`src/verilog/pbk_pkg.sv`:
```
// Shared constants, states and carrier types for the power bank key/mode controller
package pbk_pkg;

	// Timebase: one millisecond tick derived from the 10 ns clock
	localparam int CLK_PERIOD_NS = 10;
	localparam int TICK_NS = 1000000;
	localparam int TICK_CYCLES = TICK_NS / CLK_PERIOD_NS;
	localparam int MS_W = 15;

	// Key timing in milliseconds
	localparam logic [MS_W-1:0] DEBOUNCE_MS = 15'd60;
	localparam logic [MS_W-1:0] LONG_PRESS_MS = 15'd2000;

	// Display and protection timing in milliseconds
	localparam logic [MS_W-1:0] DISPLAY_MS = 15'd4000;
	localparam logic [MS_W-1:0] WARN_MS = 15'd4000;
	localparam logic [MS_W-1:0] LIGHT_LOAD_WAIT_MS = 15'd16000;

	// Blink patterns: period and on-time in milliseconds
	localparam logic [MS_W-1:0] PHASE_WRAP_MS = 15'd2000;
	localparam logic [MS_W-1:0] IDLE_BLINK_PERIOD_MS = 15'd2000;
	localparam logic [MS_W-1:0] IDLE_BLINK_ON_MS = 15'd250;
	localparam logic [MS_W-1:0] CHG_BLINK_PERIOD_MS = 15'd1000;
	localparam logic [MS_W-1:0] CHG_BLINK_ON_MS = 15'd500;
	localparam logic [MS_W-1:0] WARN_BLINK_PERIOD_MS = 15'd250;
	localparam logic [MS_W-1:0] WARN_BLINK_ON_MS = 15'd125;

	// Register map (byte addresses) and fields
	localparam int ADDR_W = 4;
	localparam logic [ADDR_W-1:0] CTRL_OFFSET = 4'h0;
	localparam logic [ADDR_W-1:0] STATUS_OFFSET = 4'h4;
	localparam int CTRL_CHARGE_PERMIT_BIT = 0;
	localparam int CTRL_KEY_LOCK_BIT = 1;
	localparam logic [1:0] CTRL_RESET = 2'h1;
	localparam int STATUS_MODE_LSB = 0;
	localparam int STATUS_CHG_LSB = 3;
	localparam int STATUS_TORCH_BIT = 7;
	localparam int STATUS_DISPLAY_BIT = 8;
	localparam int STATUS_WARN_BIT = 9;
	localparam int STATUS_LED_LSB = 10;
	localparam logic [1:0] RESP_OKAY = 2'h0;
	localparam logic [1:0] RESP_SLVERR = 2'h2;

	typedef enum logic [2:0] {
		MODE_OFF = 3'b001,
		MODE_BOOST = 3'b010,
		MODE_CHARGE = 3'b100
	} pbk_mode_t;

	typedef enum logic [3:0] {
		CHG_SLEEP = 4'b0001,
		CHG_TRICKLE = 4'b0010,
		CHG_CC = 4'b0100,
		CHG_END = 4'b1000
	} pbk_chg_t;

	// Comparator flags from the analog side, all active high
	typedef struct packed {
		logic batt_full;
		logic light_load;
		logic batt_low_warn;
		logic batt_cutoff;
		logic vin_detect;
		logic vin_above_uvlo;
		logic vin_above_ovp;
		logic batt_above_trickle;
		logic charge_at_cutoff;
		logic batt_at_recharge;
		logic [1:0] level_step;
	} pbk_cmp_t;

	typedef struct packed {
		logic awvalid;
		logic [ADDR_W-1:0] awaddr;
		logic wvalid;
		logic [31:0] wdata;
		logic [3:0] wstrb;
		logic bready;
		logic arvalid;
		logic [ADDR_W-1:0] araddr;
		logic rready;
	} pbk_axi_req_t;

	typedef struct packed {
		logic awready;
		logic wready;
		logic bvalid;
		logic [1:0] bresp;
		logic arready;
		logic rvalid;
		logic [31:0] rdata;
		logic [1:0] rresp;
	} pbk_axi_rsp_t;

endpackage
```
`src/verilog/pbk_mode_ctrl.sv`:
```
// Key, boost, charger and indicator controller for a single-cell power bank
module pbk_mode_ctrl
	import pbk_pkg::*;
#(
	parameter int TICK_CYCLES_P = pbk_pkg::TICK_CYCLES
) (
	input wire logic aclk,
	input wire logic aresetn,
	input wire logic clk_en,
	input wire logic key_n,
	input wire pbk_pkg::pbk_cmp_t cmp_async,
	input wire pbk_pkg::pbk_axi_req_t axi_req,
	output pbk_pkg::pbk_axi_rsp_t axi_rsp,
	output logic boost_en,
	output logic charger_en,
	output logic trickle_mode,
	output logic torch_en,
	output logic lowest_level_indicator,
	output logic second_level_indicator,
	output logic third_level_indicator,
	output logic top_level_indicator
);
	import pbk_pkg::*;

	localparam int TICK_W = $clog2(TICK_CYCLES_P + 1);

	if (TICK_CYCLES_P < 2) begin : g_bad_tick
		$error("pbk_mode_ctrl: TICK_CYCLES_P must be at least 2");
	end

	function automatic logic blink_on(input logic [MS_W-1:0] phase,
			input logic [MS_W-1:0] period, input logic [MS_W-1:0] on_ms);
		blink_on = (phase % period) < on_ms;
	endfunction

	function automatic logic [3:0] level_bar(input logic [1:0] step);
		level_bar = 4'((5'h2 << step) - 5'h1);
	endfunction

	// Synchronised pins
	logic key_n_s;
	pbk_cmp_t cmp;

	pbk_pin_sync #(
		.WIDTH($bits(pbk_cmp_t) + 1),
		.RESET_VAL({1'b1, {$bits(pbk_cmp_t){1'b0}}})
	) u_sync (
		.aclk(aclk),
		.aresetn(aresetn),
		.clk_en(clk_en),
		.pin_async({key_n, cmp_async}),
		.pin_stable({key_n_s, cmp})
	);

	// Millisecond timebase
	logic [TICK_W-1:0] tick_cnt_q;
	logic ms_tick;
	logic [MS_W-1:0] phase_q;

	assign ms_tick = (tick_cnt_q == TICK_W'(TICK_CYCLES_P - 1));

	always_ff @(posedge aclk) begin
		if (!aresetn) begin
			tick_cnt_q <= '0;
		end else if (clk_en) begin
			tick_cnt_q <= ms_tick ? '0 : tick_cnt_q + 1'b1;
		end
	end

	// Free blink phase; all patterns divide its wrap
	always_ff @(posedge aclk) begin
		if (!aresetn) begin
			phase_q <= '0;
		end else if (clk_en && ms_tick) begin
			phase_q <= (phase_q == PHASE_WRAP_MS - 1'b1) ? '0 : phase_q + 1'b1;
		end
	end

	// Register file state
	logic [1:0] ctrl_q;
	logic charge_permit;
	logic key_lock;

	assign charge_permit = ctrl_q[CTRL_CHARGE_PERMIT_BIT];
	assign key_lock = ctrl_q[CTRL_KEY_LOCK_BIT];

	// Key press timing
	logic pressed;
	logic [MS_W-1:0] press_ms_q;
	logic long_done_q;
	logic short_ev;
	logic long_ev;

	assign pressed = !key_n_s && !key_lock;
	assign long_ev = pressed && ms_tick && !long_done_q
		&& (press_ms_q == LONG_PRESS_MS - 1'b1);
	assign short_ev = !pressed && !long_done_q && (press_ms_q >= DEBOUNCE_MS);

	always_ff @(posedge aclk) begin
		if (!aresetn) begin
			press_ms_q <= '0;
			long_done_q <= 1'b0;
		end else if (clk_en) begin
			if (!pressed) begin
				press_ms_q <= '0;
				long_done_q <= 1'b0;
			end else begin
				// Count saturates so a held key fires one long event only
				if (ms_tick && press_ms_q < LONG_PRESS_MS) begin
					press_ms_q <= press_ms_q + 1'b1;
				end
				if (long_ev) begin
					long_done_q <= 1'b1;
				end
			end
		end
	end

	// Operating mode
	pbk_mode_t mode_q;
	logic [MS_W-1:0] light_ms_q;
	logic light_expired;

	assign light_expired = (light_ms_q >= LIGHT_LOAD_WAIT_MS);

	always_ff @(posedge aclk) begin
		if (!aresetn) begin
			mode_q <= MODE_OFF;
		end else if (clk_en) begin
			case (mode_q)
				MODE_OFF: begin
					if (cmp.vin_detect) begin
						mode_q <= MODE_CHARGE;
					end else if (short_ev && !cmp.batt_cutoff) begin
						mode_q <= MODE_BOOST;
					end
				end
				MODE_BOOST: begin
					if (cmp.vin_detect) begin
						mode_q <= MODE_CHARGE;
					end else if (cmp.batt_full || light_expired || cmp.batt_cutoff) begin
						mode_q <= MODE_OFF;
					end
				end
				MODE_CHARGE: begin
					// Leaving charge lands in off: boost waits for a fresh press
					if (!cmp.vin_detect) begin
						mode_q <= MODE_OFF;
					end
				end
				default: begin
					mode_q <= MODE_OFF;
				end
			endcase
		end
	end

	// Light-load shutdown timer; any gap in the flag restarts it
	always_ff @(posedge aclk) begin
		if (!aresetn) begin
			light_ms_q <= '0;
		end else if (clk_en) begin
			if (mode_q != MODE_BOOST || !cmp.light_load) begin
				light_ms_q <= '0;
			end else if (ms_tick && !light_expired) begin
				light_ms_q <= light_ms_q + 1'b1;
			end
		end
	end

	// Torch toggle
	logic torch_q;

	always_ff @(posedge aclk) begin
		if (!aresetn) begin
			torch_q <= 1'b0;
		end else if (clk_en && long_ev) begin
			if (torch_q) begin
				torch_q <= 1'b0;
			end else if (!cmp.batt_cutoff) begin
				torch_q <= 1'b1;
			end
		end
	end
	// No low-battery term switches the torch off.

	// Level display and low battery warning timers
	logic [MS_W-1:0] disp_ms_q;
	logic [MS_W-1:0] warn_ms_q;
	logic disp_active;
	logic warn_active;
	logic short_usable;

	assign disp_active = (disp_ms_q != '0);
	assign warn_active = (warn_ms_q != '0);
	assign short_usable = short_ev && (mode_q != MODE_CHARGE) && !cmp.vin_detect;

	always_ff @(posedge aclk) begin
		if (!aresetn) begin
			disp_ms_q <= '0;
		end else if (clk_en) begin
			if (short_usable && !cmp.batt_cutoff && !cmp.batt_low_warn) begin
				disp_ms_q <= DISPLAY_MS;
			end else if (mode_q != MODE_BOOST) begin
				disp_ms_q <= (short_usable) ? disp_ms_q : '0;
			end else if (ms_tick && disp_active) begin
				disp_ms_q <= disp_ms_q - 1'b1;
			end
		end
	end

	always_ff @(posedge aclk) begin
		if (!aresetn) begin
			warn_ms_q <= '0;
		end else if (clk_en) begin
			if (short_usable && cmp.batt_low_warn) begin
				warn_ms_q <= WARN_MS;
			end else if (mode_q == MODE_CHARGE) begin
				warn_ms_q <= '0;
			end else if (ms_tick && warn_active) begin
				warn_ms_q <= warn_ms_q - 1'b1;
			end
		end
	end

	// Charger sequencing
	pbk_chg_t chg_q;
	logic chg_allowed;

	assign chg_allowed = (mode_q == MODE_CHARGE) && cmp.vin_above_uvlo
		&& !cmp.vin_above_ovp && charge_permit;

	always_ff @(posedge aclk) begin
		if (!aresetn) begin
			chg_q <= CHG_SLEEP;
		end else if (clk_en) begin
			if (!chg_allowed) begin
				chg_q <= CHG_SLEEP;
			end else begin
				case (chg_q)
					CHG_SLEEP: begin
						chg_q <= cmp.batt_above_trickle ? CHG_CC : CHG_TRICKLE;
					end
					CHG_TRICKLE: begin
						if (cmp.batt_above_trickle) begin
							chg_q <= CHG_CC;
						end
					end
					CHG_CC: begin
						if (!cmp.batt_above_trickle) begin
							chg_q <= CHG_TRICKLE;
						end else if (cmp.charge_at_cutoff) begin
							chg_q <= CHG_END;
						end
					end
					CHG_END: begin
						if (cmp.batt_at_recharge) begin
							chg_q <= CHG_CC;
						end
					end
					default: begin
						chg_q <= CHG_SLEEP;
					end
				endcase
			end
		end
	end

	// Indicator pattern
	logic [3:0] led_d;
	logic [3:0] led_q;
	logic [3:0] bar;

	always_comb begin
		bar = level_bar(cmp.level_step);
		led_d = 4'h0;
		if (warn_active) begin
			led_d = {3'h0, blink_on(phase_q, WARN_BLINK_PERIOD_MS, WARN_BLINK_ON_MS)};
		end else begin
			case (mode_q)
				MODE_BOOST: begin
					if (disp_active) begin
						led_d = bar;
					end else begin
						led_d = {3'h0, blink_on(phase_q, IDLE_BLINK_PERIOD_MS,
							IDLE_BLINK_ON_MS)};
					end
				end
				MODE_CHARGE: begin
					if (chg_q == CHG_END) begin
						led_d = 4'hf;
					end else if (chg_q != CHG_SLEEP) begin
						// Lower steps steady, the present step blinks
						led_d = bar >> 1;
						if (blink_on(phase_q, CHG_BLINK_PERIOD_MS, CHG_BLINK_ON_MS)) begin
							led_d = bar;
						end
					end
				end
				default: begin
					led_d = 4'h0;
				end
			endcase
		end
	end

	// Drive outputs from flops
	logic boost_q;
	logic charger_q;
	logic trickle_q;

	always_ff @(posedge aclk) begin
		if (!aresetn) begin
			boost_q <= 1'b0;
			charger_q <= 1'b0;
			trickle_q <= 1'b0;
			led_q <= 4'h0;
		end else if (clk_en) begin
			boost_q <= (mode_q == MODE_BOOST) && !cmp.vin_detect;
			charger_q <= (chg_q == CHG_TRICKLE) || (chg_q == CHG_CC);
			trickle_q <= (chg_q == CHG_TRICKLE);
			led_q <= led_d;
		end
	end

	assign boost_en = boost_q;
	assign charger_en = charger_q;
	assign trickle_mode = trickle_q;
	assign torch_en = torch_q;
	assign lowest_level_indicator = led_q[0];
	assign second_level_indicator = led_q[1];
	assign third_level_indicator = led_q[2];
	assign top_level_indicator = led_q[3];

	// AXI4-Lite slave: one write and one read in flight
	logic aw_have_q;
	logic w_have_q;
	logic [ADDR_W-1:0] aw_addr_q;
	logic [31:0] w_data_q;
	logic [3:0] w_strb_q;
	logic bvalid_q;
	logic [1:0] bresp_q;
	logic rvalid_q;
	logic [31:0] rdata_q;
	logic [1:0] rresp_q;
	logic aw_take;
	logic w_take;
	logic ar_take;
	logic do_write;
	logic [31:0] status_word;

	assign axi_rsp.awready = clk_en && !aw_have_q && !bvalid_q;
	assign axi_rsp.wready = clk_en && !w_have_q && !bvalid_q;
	assign axi_rsp.arready = clk_en && !rvalid_q;
	assign axi_rsp.bvalid = bvalid_q;
	assign axi_rsp.bresp = bresp_q;
	assign axi_rsp.rvalid = rvalid_q;
	assign axi_rsp.rdata = rdata_q;
	assign axi_rsp.rresp = rresp_q;

	assign aw_take = axi_req.awvalid && axi_rsp.awready;
	assign w_take = axi_req.wvalid && axi_rsp.wready;
	assign ar_take = axi_req.arvalid && axi_rsp.arready;
	assign do_write = aw_have_q && w_have_q;

	assign status_word = {18'h0, led_q, warn_active, disp_active, torch_q, chg_q, mode_q};

	always_ff @(posedge aclk) begin
		if (!aresetn) begin
			aw_have_q <= 1'b0;
			w_have_q <= 1'b0;
			aw_addr_q <= '0;
			w_data_q <= '0;
			w_strb_q <= '0;
		end else if (clk_en) begin
			if (aw_take) begin
				aw_have_q <= 1'b1;
				aw_addr_q <= axi_req.awaddr;
			end else if (do_write) begin
				aw_have_q <= 1'b0;
			end
			if (w_take) begin
				w_have_q <= 1'b1;
				w_data_q <= axi_req.wdata;
				w_strb_q <= axi_req.wstrb;
			end else if (do_write) begin
				w_have_q <= 1'b0;
			end
		end
	end

	// Status is read only: writes to it are answered OKAY and dropped
	always_ff @(posedge aclk) begin
		if (!aresetn) begin
			ctrl_q <= CTRL_RESET;
			bvalid_q <= 1'b0;
			bresp_q <= RESP_OKAY;
		end else if (clk_en) begin
			if (do_write) begin
				bvalid_q <= 1'b1;
				bresp_q <= RESP_OKAY;
				if (aw_addr_q[ADDR_W-1:2] == CTRL_OFFSET[ADDR_W-1:2]) begin
					if (w_strb_q[0]) begin
						ctrl_q <= w_data_q[1:0];
					end
				end else if (aw_addr_q[ADDR_W-1:2] != STATUS_OFFSET[ADDR_W-1:2]) begin
					bresp_q <= RESP_SLVERR;
				end
			end else if (bvalid_q && axi_req.bready) begin
				bvalid_q <= 1'b0;
			end
		end
	end

	always_ff @(posedge aclk) begin
		if (!aresetn) begin
			rvalid_q <= 1'b0;
			rdata_q <= '0;
			rresp_q <= RESP_OKAY;
		end else if (clk_en) begin
			if (ar_take) begin
				rvalid_q <= 1'b1;
				rresp_q <= RESP_OKAY;
				if (axi_req.araddr[ADDR_W-1:2] == CTRL_OFFSET[ADDR_W-1:2]) begin
					rdata_q <= {30'h0, ctrl_q};
				end else if (axi_req.araddr[ADDR_W-1:2] == STATUS_OFFSET[ADDR_W-1:2]) begin
					rdata_q <= status_word;
				end else begin
					rdata_q <= '0;
					rresp_q <= RESP_SLVERR;
				end
			end else if (rvalid_q && axi_req.rready) begin
				rvalid_q <= 1'b0;
			end
		end
	end
endmodule

```
`src/verilog/pbk_pin_sync.sv`:
```
// Three-stage pin synchroniser with agreement filter
module pbk_pin_sync #(
	parameter int WIDTH = 1,
	parameter logic [WIDTH-1:0] RESET_VAL = '0
) (
	input wire logic aclk,
	input wire logic aresetn,
	input wire logic clk_en,
	input wire logic [WIDTH-1:0] pin_async,
	output logic [WIDTH-1:0] pin_stable
);
	logic [WIDTH-1:0] s1_q;
	logic [WIDTH-1:0] s2_q;
	logic [WIDTH-1:0] s3_q;
	logic [WIDTH-1:0] stable_q;

	if (WIDTH < 1) begin : g_bad_width
		$error("pbk_pin_sync: WIDTH must be at least 1");
	end

	always_ff @(posedge aclk) begin
		if (!aresetn) begin
			s1_q <= RESET_VAL;
			s2_q <= RESET_VAL;
			s3_q <= RESET_VAL;
		end else if (clk_en) begin
			s1_q <= pin_async;
			s2_q <= s1_q;
			s3_q <= s2_q;
		end
	end

	// A bit moves only once stages two and three agree, so one odd sample never passes
	always_ff @(posedge aclk) begin
		if (!aresetn) begin
			stable_q <= RESET_VAL;
		end else if (clk_en) begin
			for (int i = 0; i < WIDTH; i++) begin
				if (s2_q[i] == s3_q[i]) begin
					stable_q[i] <= s3_q[i];
				end
			end
		end
	end

	assign pin_stable = stable_q;
endmodule

```
`config.mk`:
```
export PLATFORM = sky130hd
export DESIGN_NAME = pbk_mode_ctrl
export DESIGN_NICKNAME = d
export VERILOG_FILES = /design/src/verilog/pbk_pkg.sv /design/src/verilog/pbk_mode_ctrl.sv /design/src/verilog/pbk_pin_sync.sv
export SDC_FILE = /design/constraint.sdc
export NUM_CORES = 1
export LEC_CHECK = 0
export ABC_CLOCK_PERIOD_IN_PS = 9000
export CORE_MARGIN = 8
export CORE_UTILIZATION = 50
export CTS_CLUSTER_DIAMETER = 150
export DETAILED_ROUTE_END_ITERATION = 8
export DONT_BUFFER_PORTS = 1
export GPL_TIMING_DRIVEN = 0
export HOLD_SLACK_MARGIN = 0.06
export PLACE_DENSITY = 0.69
export SLEW_MARGIN = 20
export SYNTH_ARGS = -nofsm -noshare
export SYNTH_HDL_FRONTEND = slang
export SYNTH_SLANG_ARGS = --single-unit
```
`constraint.sdc`:
```
create_clock -name aclk -period 9 [get_ports aclk]
set_input_delay 0.45 -clock aclk [delete_from_list [all_inputs] [get_ports aclk]]
set_output_delay 0.45 -clock aclk [all_outputs]
set_load 0.01 [all_outputs]
```
Word level (Yosys, flattened, before mapping)
Index checks and enable logic that the tools add are counted.
{"block": "totals", "regBits": 209, "latch_bits": 0, "ramBits": 0, "rom_bits": 0, "out_inout_bits": 49, "memories": 0}
{"block": "op_classes", "n_addsub": 7, "mul": 0, "div": 3, "order_cmp": 6, "n_eq_ne": 37, "n_shift": 1, "n_mux": 49, "bitwise_logic": 0, "n_reduce_logical": 91}
{"operator": "$mux W15", "n": 12}
{"operator": "$reduce_and A2 Y1", "n": 25}
{"operator": "$add A15 B1 Y15 const B", "n": 3}
{"operator": "$mux W4", "n": 10}
{"operator": "$logic_and A1 B1 Y1", "n": 33}
{"operator": "$eq A15 B11 Y1 const B", "n": 2}
{"operator": "$reduce_bool A15 Y1", "n": 2}
{"operator": "$sub A15 B1 Y15 const B", "n": 2}
{"operator": "$mux W14", "n": 2}
{"operator": "$mux W3", "n": 6}
{"operator": "$ne A3 B2 Y1 const B", "n": 6}
{"operator": "$add A17 B1 Y17 const B", "n": 1}
{"operator": "$eq A17 B17 Y1 const B", "n": 1}
{"operator": "$mux W17", "n": 1}
{"operator": "$pmux W4 S4", "n": 1}
{"operator": "$ge A15 B14 Y1 const B", "n": 1}
{"operator": "$ge A15 B6 Y1 const B", "n": 1}
{"operator": "$lt A15 B11 Y1 const B", "n": 1}
{"operator": "$lt A15 B7 Y1 const B", "n": 1}
{"operator": "$lt A15 B8 Y1 const B", "n": 1}
{"operator": "$lt A15 B9 Y1 const B", "n": 1}
{"operator": "$mod A15 B10 Y15 const B", "n": 1}
{"operator": "$mod A15 B11 Y15 const B", "n": 1}
{"operator": "$mod A15 B8 Y15 const B", "n": 1}
{"operator": "other kinds (27)", "n": 78}

Logic depth before layout (Yosys ltp)
{"block": "logic_depth", "ltp_word": 11, "depth_mapped": 23, "mapped_depth_nobuf": 20}

Cells and area by module
Synthesis repeated with hierarchy kept, for this count alone.
{"block": "hier_totals", "hier_cells": 1341, "hier_area_um2": 10948.0}
{"module": "pbk_mode_ctrl", "n_inst": 1, "cells_per_inst": 1144, "area_each_um2": 8876.0, "seq_area_each_um2": 2702.6}
{"module": "pbk_pin_sync", "n_inst": 1, "cells_per_inst": 197, "area_each_um2": 2072.0, "seq_area_each_um2": 1041.0}

Least setup slack after synthesis
Ideal clock, no wire load.
{"block": "synth_path", "path_type": "reg-to-reg", "start": "reg phase_q[1]", "end": "reg led_q[0]", "setup_ps": 122, "arrival_time_ps": 4897, "required_ps": 8878, "path_slack_ps": 3981, "stages_incl_launch_ff": 23, "path_buffers": 2, "cell_sequence": "dfxtp_1 > clkbuf_1 > inv_1 > ha_1 > nor4bb_1 > a41oi_1 > o21ai_1 > and3_1 > buf_6 > o21ai_2 > xor2_2 > nand3_1 > a311o_1 > o211a_4 > mux2_4 > o211a_1 > nor4_4 > a21oi_4 > maj3_2 > a22oi_2 > o221ai_1 > and3_1 > o311a_1"}
{"block": "synth_between", "elab_chain_len": 7}
{"item": "start: declaration", "line_no": "pbk_mode_ctrl.sv:58", "source": "logic [MS_W-1:0] phase_q;"}
{"item": "start signal: assignment", "line_no": "pbk_mode_ctrl.sv:75", "source": "phase_q <= (phase_q == PHASE_WRAP_MS - 1'b1) ? '0 : phase_q + 1'b1;"}
{"item": "$mod A15 B10 Y15", "line_no": "pbk_mode_ctrl.sv:33", "source": "blink_on = (phase % period) < on_ms;"}
{"item": "$lt A15 B9 Y1", "line_no": "pbk_mode_ctrl.sv:33"}
{"item": "$mux W4", "line_no": "pbk_mode_ctrl.sv:295", "source": "if (blink_on(phase_q, CHG_BLINK_PERIOD_MS, CHG_BLINK_ON_MS)) begin"}
{"item": "$mux W4", "line_no": "pbk_mode_ctrl.sv:292", "source": "end else if (chg_q != CHG_SLEEP) begin"}
{"item": "$mux W4", "line_no": "pbk_mode_ctrl.sv:290", "source": "if (chg_q == CHG_END) begin"}
{"item": "$pmux W4 S2", "line_no": "pbk_mode_ctrl.sv:280", "source": "case (mode_q)"}
{"item": "$mux W4 (*)", "line_no": "pbk_mode_ctrl.sv:277", "source": "if (warn_active) begin"}
{"item": "end signal: assignment", "line_no": "pbk_mode_ctrl.sv:322", "source": "led_q <= led_d;"}
{"item": "end: declaration", "line_no": "pbk_mode_ctrl.sv:271", "source": "logic [3:0] led_q;"}
Mark *: on every way between the ends. The rest lies on a longest branch, timed or not.
A chain may end at the register's enable or synchronous reset.

Final worst setup path
Ends and elaborated chain as after synthesis.

==> reports/results.txt <==
Status: complete, no violations
Internal power: 1.26 mW
Boundary Pins: 114
Sw Ratio: 0.269
Post-synth EDFFs: 0
Clk slew on worst S/H paths: 0.09 ns
GPL Wtd Cong: 0.933
Die Wd: 163 microns
Final worst-path cycle share: 0.655
Yosys warnings: 0
DR WL/cell: 17.2 microns
Final Hold Viols: 0
Synthesized flop and latch total: 187
Via count: 9616
RSZ-0062 raised after global routing: false
Ys async rst share: 0
Metal3 WL: 1.65 mm
Sink Count: 187
Max Fclk: 170 MHz
Max-cap viol count: 0
CTS resizes: 0
Total grt overflow: 0
Top cell type's share of synthesized area: 0.346
Post-route DRC: 0
CP Launch Type: register
Slew Viols, Final: 0
Adder-cell share of the synthesized area: 0.0155
Yosys top cell by area: dfxtp_1
Initial antenna violation count: 0
Remaining antenna violation count: 0
Top layer in use: met4
Buffers on Ports: 0
Overall track demand over capacity in global routing: 0.212
Chip Height: 163 microns
Final setup viols: 0
Row cnt: 54
XOR/XNOR Fraction of Synth Area: 0.0579
Slack of the critical path: 3.11 ns
Distinct cells, synth: 103
Mux share of post-synthesis cell area: 0.0489
CTS Buf Count: 17
Drt first pass iters: 5
Mean cell area of the mapped netlist: 8.23 sq um
Min-delay src: key_n
Leakage: 4.27 nW
Clock Skews: 0.0182 ns
Area Overhead vs Synth: 9.72%
CTS tree: yes
Complex-gate fraction of the synthesized area: 0.206
Cells after Synth: 1316
Peak VDD IR: 0.000158 V
Synth Area in Simple Gates: 0.273
Hold_buf cts: 0
First-pass GRT wire length: 46.6 mm
Crit. End Element: register
Vias in the first global route: 9032
Largest net degree at the start of global routing: 23
Fillers: 2009
Sequential power share: 0.491
Clock Path Buffers: 2
Clock network power share: 0.453
FF-to-FF Start: phase_q[1]
Crit path max fanout: 9
Net load switching power: 0.464 mW
Cell area power density: 145 nW/um^2
Root Driver: clkbuf_16
CP required: 9.33 ns
Seq/Total Area, Yosys: 0.346
DP Worst Slack: 3.22 ns
# Post-CTS Setup Buffers: 0
Layout cells sized above 1: 0.0936
Critical path origin: phase_q[1]
Slew HR: 0.387
Insertion delay to the later sink of the worst-skew pair: 0.44 ns
M1 WL: 13.1 mm
Die area: 26600 sq um
Comb power frac: 0.055
Fin nets: 1429
Worst path slowest cell: o311ai_0
Synthesized area: 10800 sq um
Largest family of logic cells by synthesized area: simple AND/OR/NAND/NOR gates
Top post-synthesis cells by area: dfxtp_1 (35%), nor2b_1 (5.0%), mux2i_1 (4.4%)
Hold Crit Class: in2reg
Critical Path, Cell by Cell: clkbuf_1 -> inv_1 -> ha_1 -> nor4bb_1 -> a41oi_1 -> o21ai_1 -> and3_1 -> or3_1 -> buf_2 -> nand2_1 -> a31oi_1 -> a211o_1 -> o311ai_0 -> o21a_1 -> a41oi_2 -> xnor2_2 -> nor2_2 -> nor4b_2 -> o221ai_1 -> o221ai_1 -> and3_1 -> o311a_1
Max stage delay on crit path: 0.65 ns
Met2 routed WL: 13.1 mm
Final Routed Wirelength: 28.4 mm
Initial core utilization: 0.502
HPWL Detailed: 20.9 mm
CP Class: reg2reg
Worst-Margin Slew: 0.919 ns
Synth Flop Type: dfxtp_1
H-Tree Depth: 4
Period minus WS final: 5.89 ns
Initial DRC Count: 639
N_diodes: 0
Setup_tns: 0 ns
Worst EP arrival: 6.22 ns
Via density: 5.84
Core Area: 21600 sq um
==> flip-flops by register name, indices dropped and copies added (netlist names), 13 cells and up <==
| register | cells |
|---|---|
| warn_ms_q | 15 |
| u_sync.s2_q | 13 |
| rdata_q | 14 |
| phase_q | 15 |
| u_sync.s1_q | 13 |
| u_sync.pin_stable | 13 |
| u_sync.s3_q | 13 |
| press_ms_q | 15 |
| tick_cnt_q | 17 |
| light_ms_q | 15 |
| disp_ms_q | 15 |
==> power groups by stage <==
| stage | combinational [mW] | clock [mW] | sequential, mW |
|---|---|---|---|
| 2_1_floorplan | 0.0720 | 0 | 0.865 |
| 3_3_place_gp | 0.0935 | 0 | 0.867 |
| 3_5_place_dp | 0.0945 | 0 | 0.868 |
| 4_1_cts | 0.0950 | 0.797 | 0.848 |
| 5_1_grt | 0.104 | 0.829 | 0.850 |
| 6_report | 0.0954 | 0.783 | 0.848 |
==> layout by cell type (no fill, tap or decap), types with 19 or more instances in the layout <==
master,count
buf_4,26
mux2i_1,48
nand4_1,19
nor4_1,22
xnor2_1,39
a21oi_1,61
nand2_1,108
xor2_1,27
inv_1,24
o21a_1,21
o21ai_0,78
and2_1,27
and3_1,20
dfxtp_1,187
clkbuf_1,55
conb_1,20
a21boi_0,27
nand3_1,38
nor3_1,33
nor2b_1,86
nor2_1,123
==> cell usage after synthesis (all sizes together) (4+ instances only) <==
master,count
mux2,4
o21a,21
o221ai,5
a41oi,4
o22ai,12
or4,6
a31oi,11
inv,25
nor4,27
nor3b,7
or3,16
o211a,6
and2,29
a21oi,64
nand3,39
xor2,28
buf,38
a21boi,27
nand4,20
nand2b,11
and3,20
ha,10
clkbuf,55
nor2b,86
a211oi,5
nor2,124
o31ai,9
dfxtp,187
or2,12
xnor2,41
mux2i,48
maj3,4
and4,4
o31a,4
o21ai,91
a22oi,18
nor3,37
nand2,108
==> cell type report <==
| type | count | area, sq um | share of cell area |
|---|---|---|---|
| Buffer | 93 | 478 | 0.0402 |
| Clock buffer | 17 | 425 | 0.0358 |
| Clock inverter | 15 | 194 | 0.0163 |
| Inverter | 25 | 93.8 | 0.00790 |
| Multi-Input combinational cell | 1030 | 6600 | 0.555 |
| Sequential cell | 187 | 3740 | 0.315 |
| Tap cell | 280 | 350 | 0.0295 |
==> logic make-up after synthesis <==
logic type	Yosys count
buffers and inverters	118
multiplexers	52
flip-flops	187
adder cells (fa/ha/maj)	14
AND/OR/NAND/NOR	556
AO/OA/AOI/OAI	319
XOR/XNOR	69
other	1
==> critical path, delay by kind of cell, from the launching register on <==
family / cells / cell delay [ns]
AO/OA/AOI/OAI: 10 / 2.78
AND/OR/NAND/NOR: 7 / 1.60
buffers and inverters: 3 / 0.56
flip-flops: 1 / 0.36
XOR/XNOR: 1 / 0.28
adder cells (fa/ha/maj): 1 / 0.21
==> routing by layer <==
metal / GRT usage / vias up
met2: 0.346 / 242
met1: 0.281 / 4605
met5: 0 / -
met4: 0.0496 / 0
li1: - / 4727
met3: 0.0446 / 42
==> stage by stage <==
step / area, sq um / total power [mW] / cells / utilization / hold slack, ns
3_3_place_gp: 11200 / 0.961 / 1615 / 0.522 / 0.450
4_1_cts: 11900 / 1.74 / 1647 / 0.551 / 0.123
6_report: 11900 / 1.73 / 1647 / 0.551 / 0.136
3_5_place_dp: 11300 / 0.962 / 1615 / 0.522 / 0.463
5_1_grt: 11900 / 1.78 / 1647 / 0.551 / 0.153
2_1_floorplan: 10900 / 0.937 / 1335 / - / 0.437
==> path summary, 6_finish.rpt <==
kind / to / slack (ns) / depth (start not counted)
min reg2reg: press_ms_q[10] / 0.48 / 2
max reg2reg: led_q[0] / 3.11 / 22
min: u_sync.s1_q[12] / 0.14 / 2
max: led_q[0] / 3.11 / 22
No activity file was read; power rests on OpenSTA's default activity.
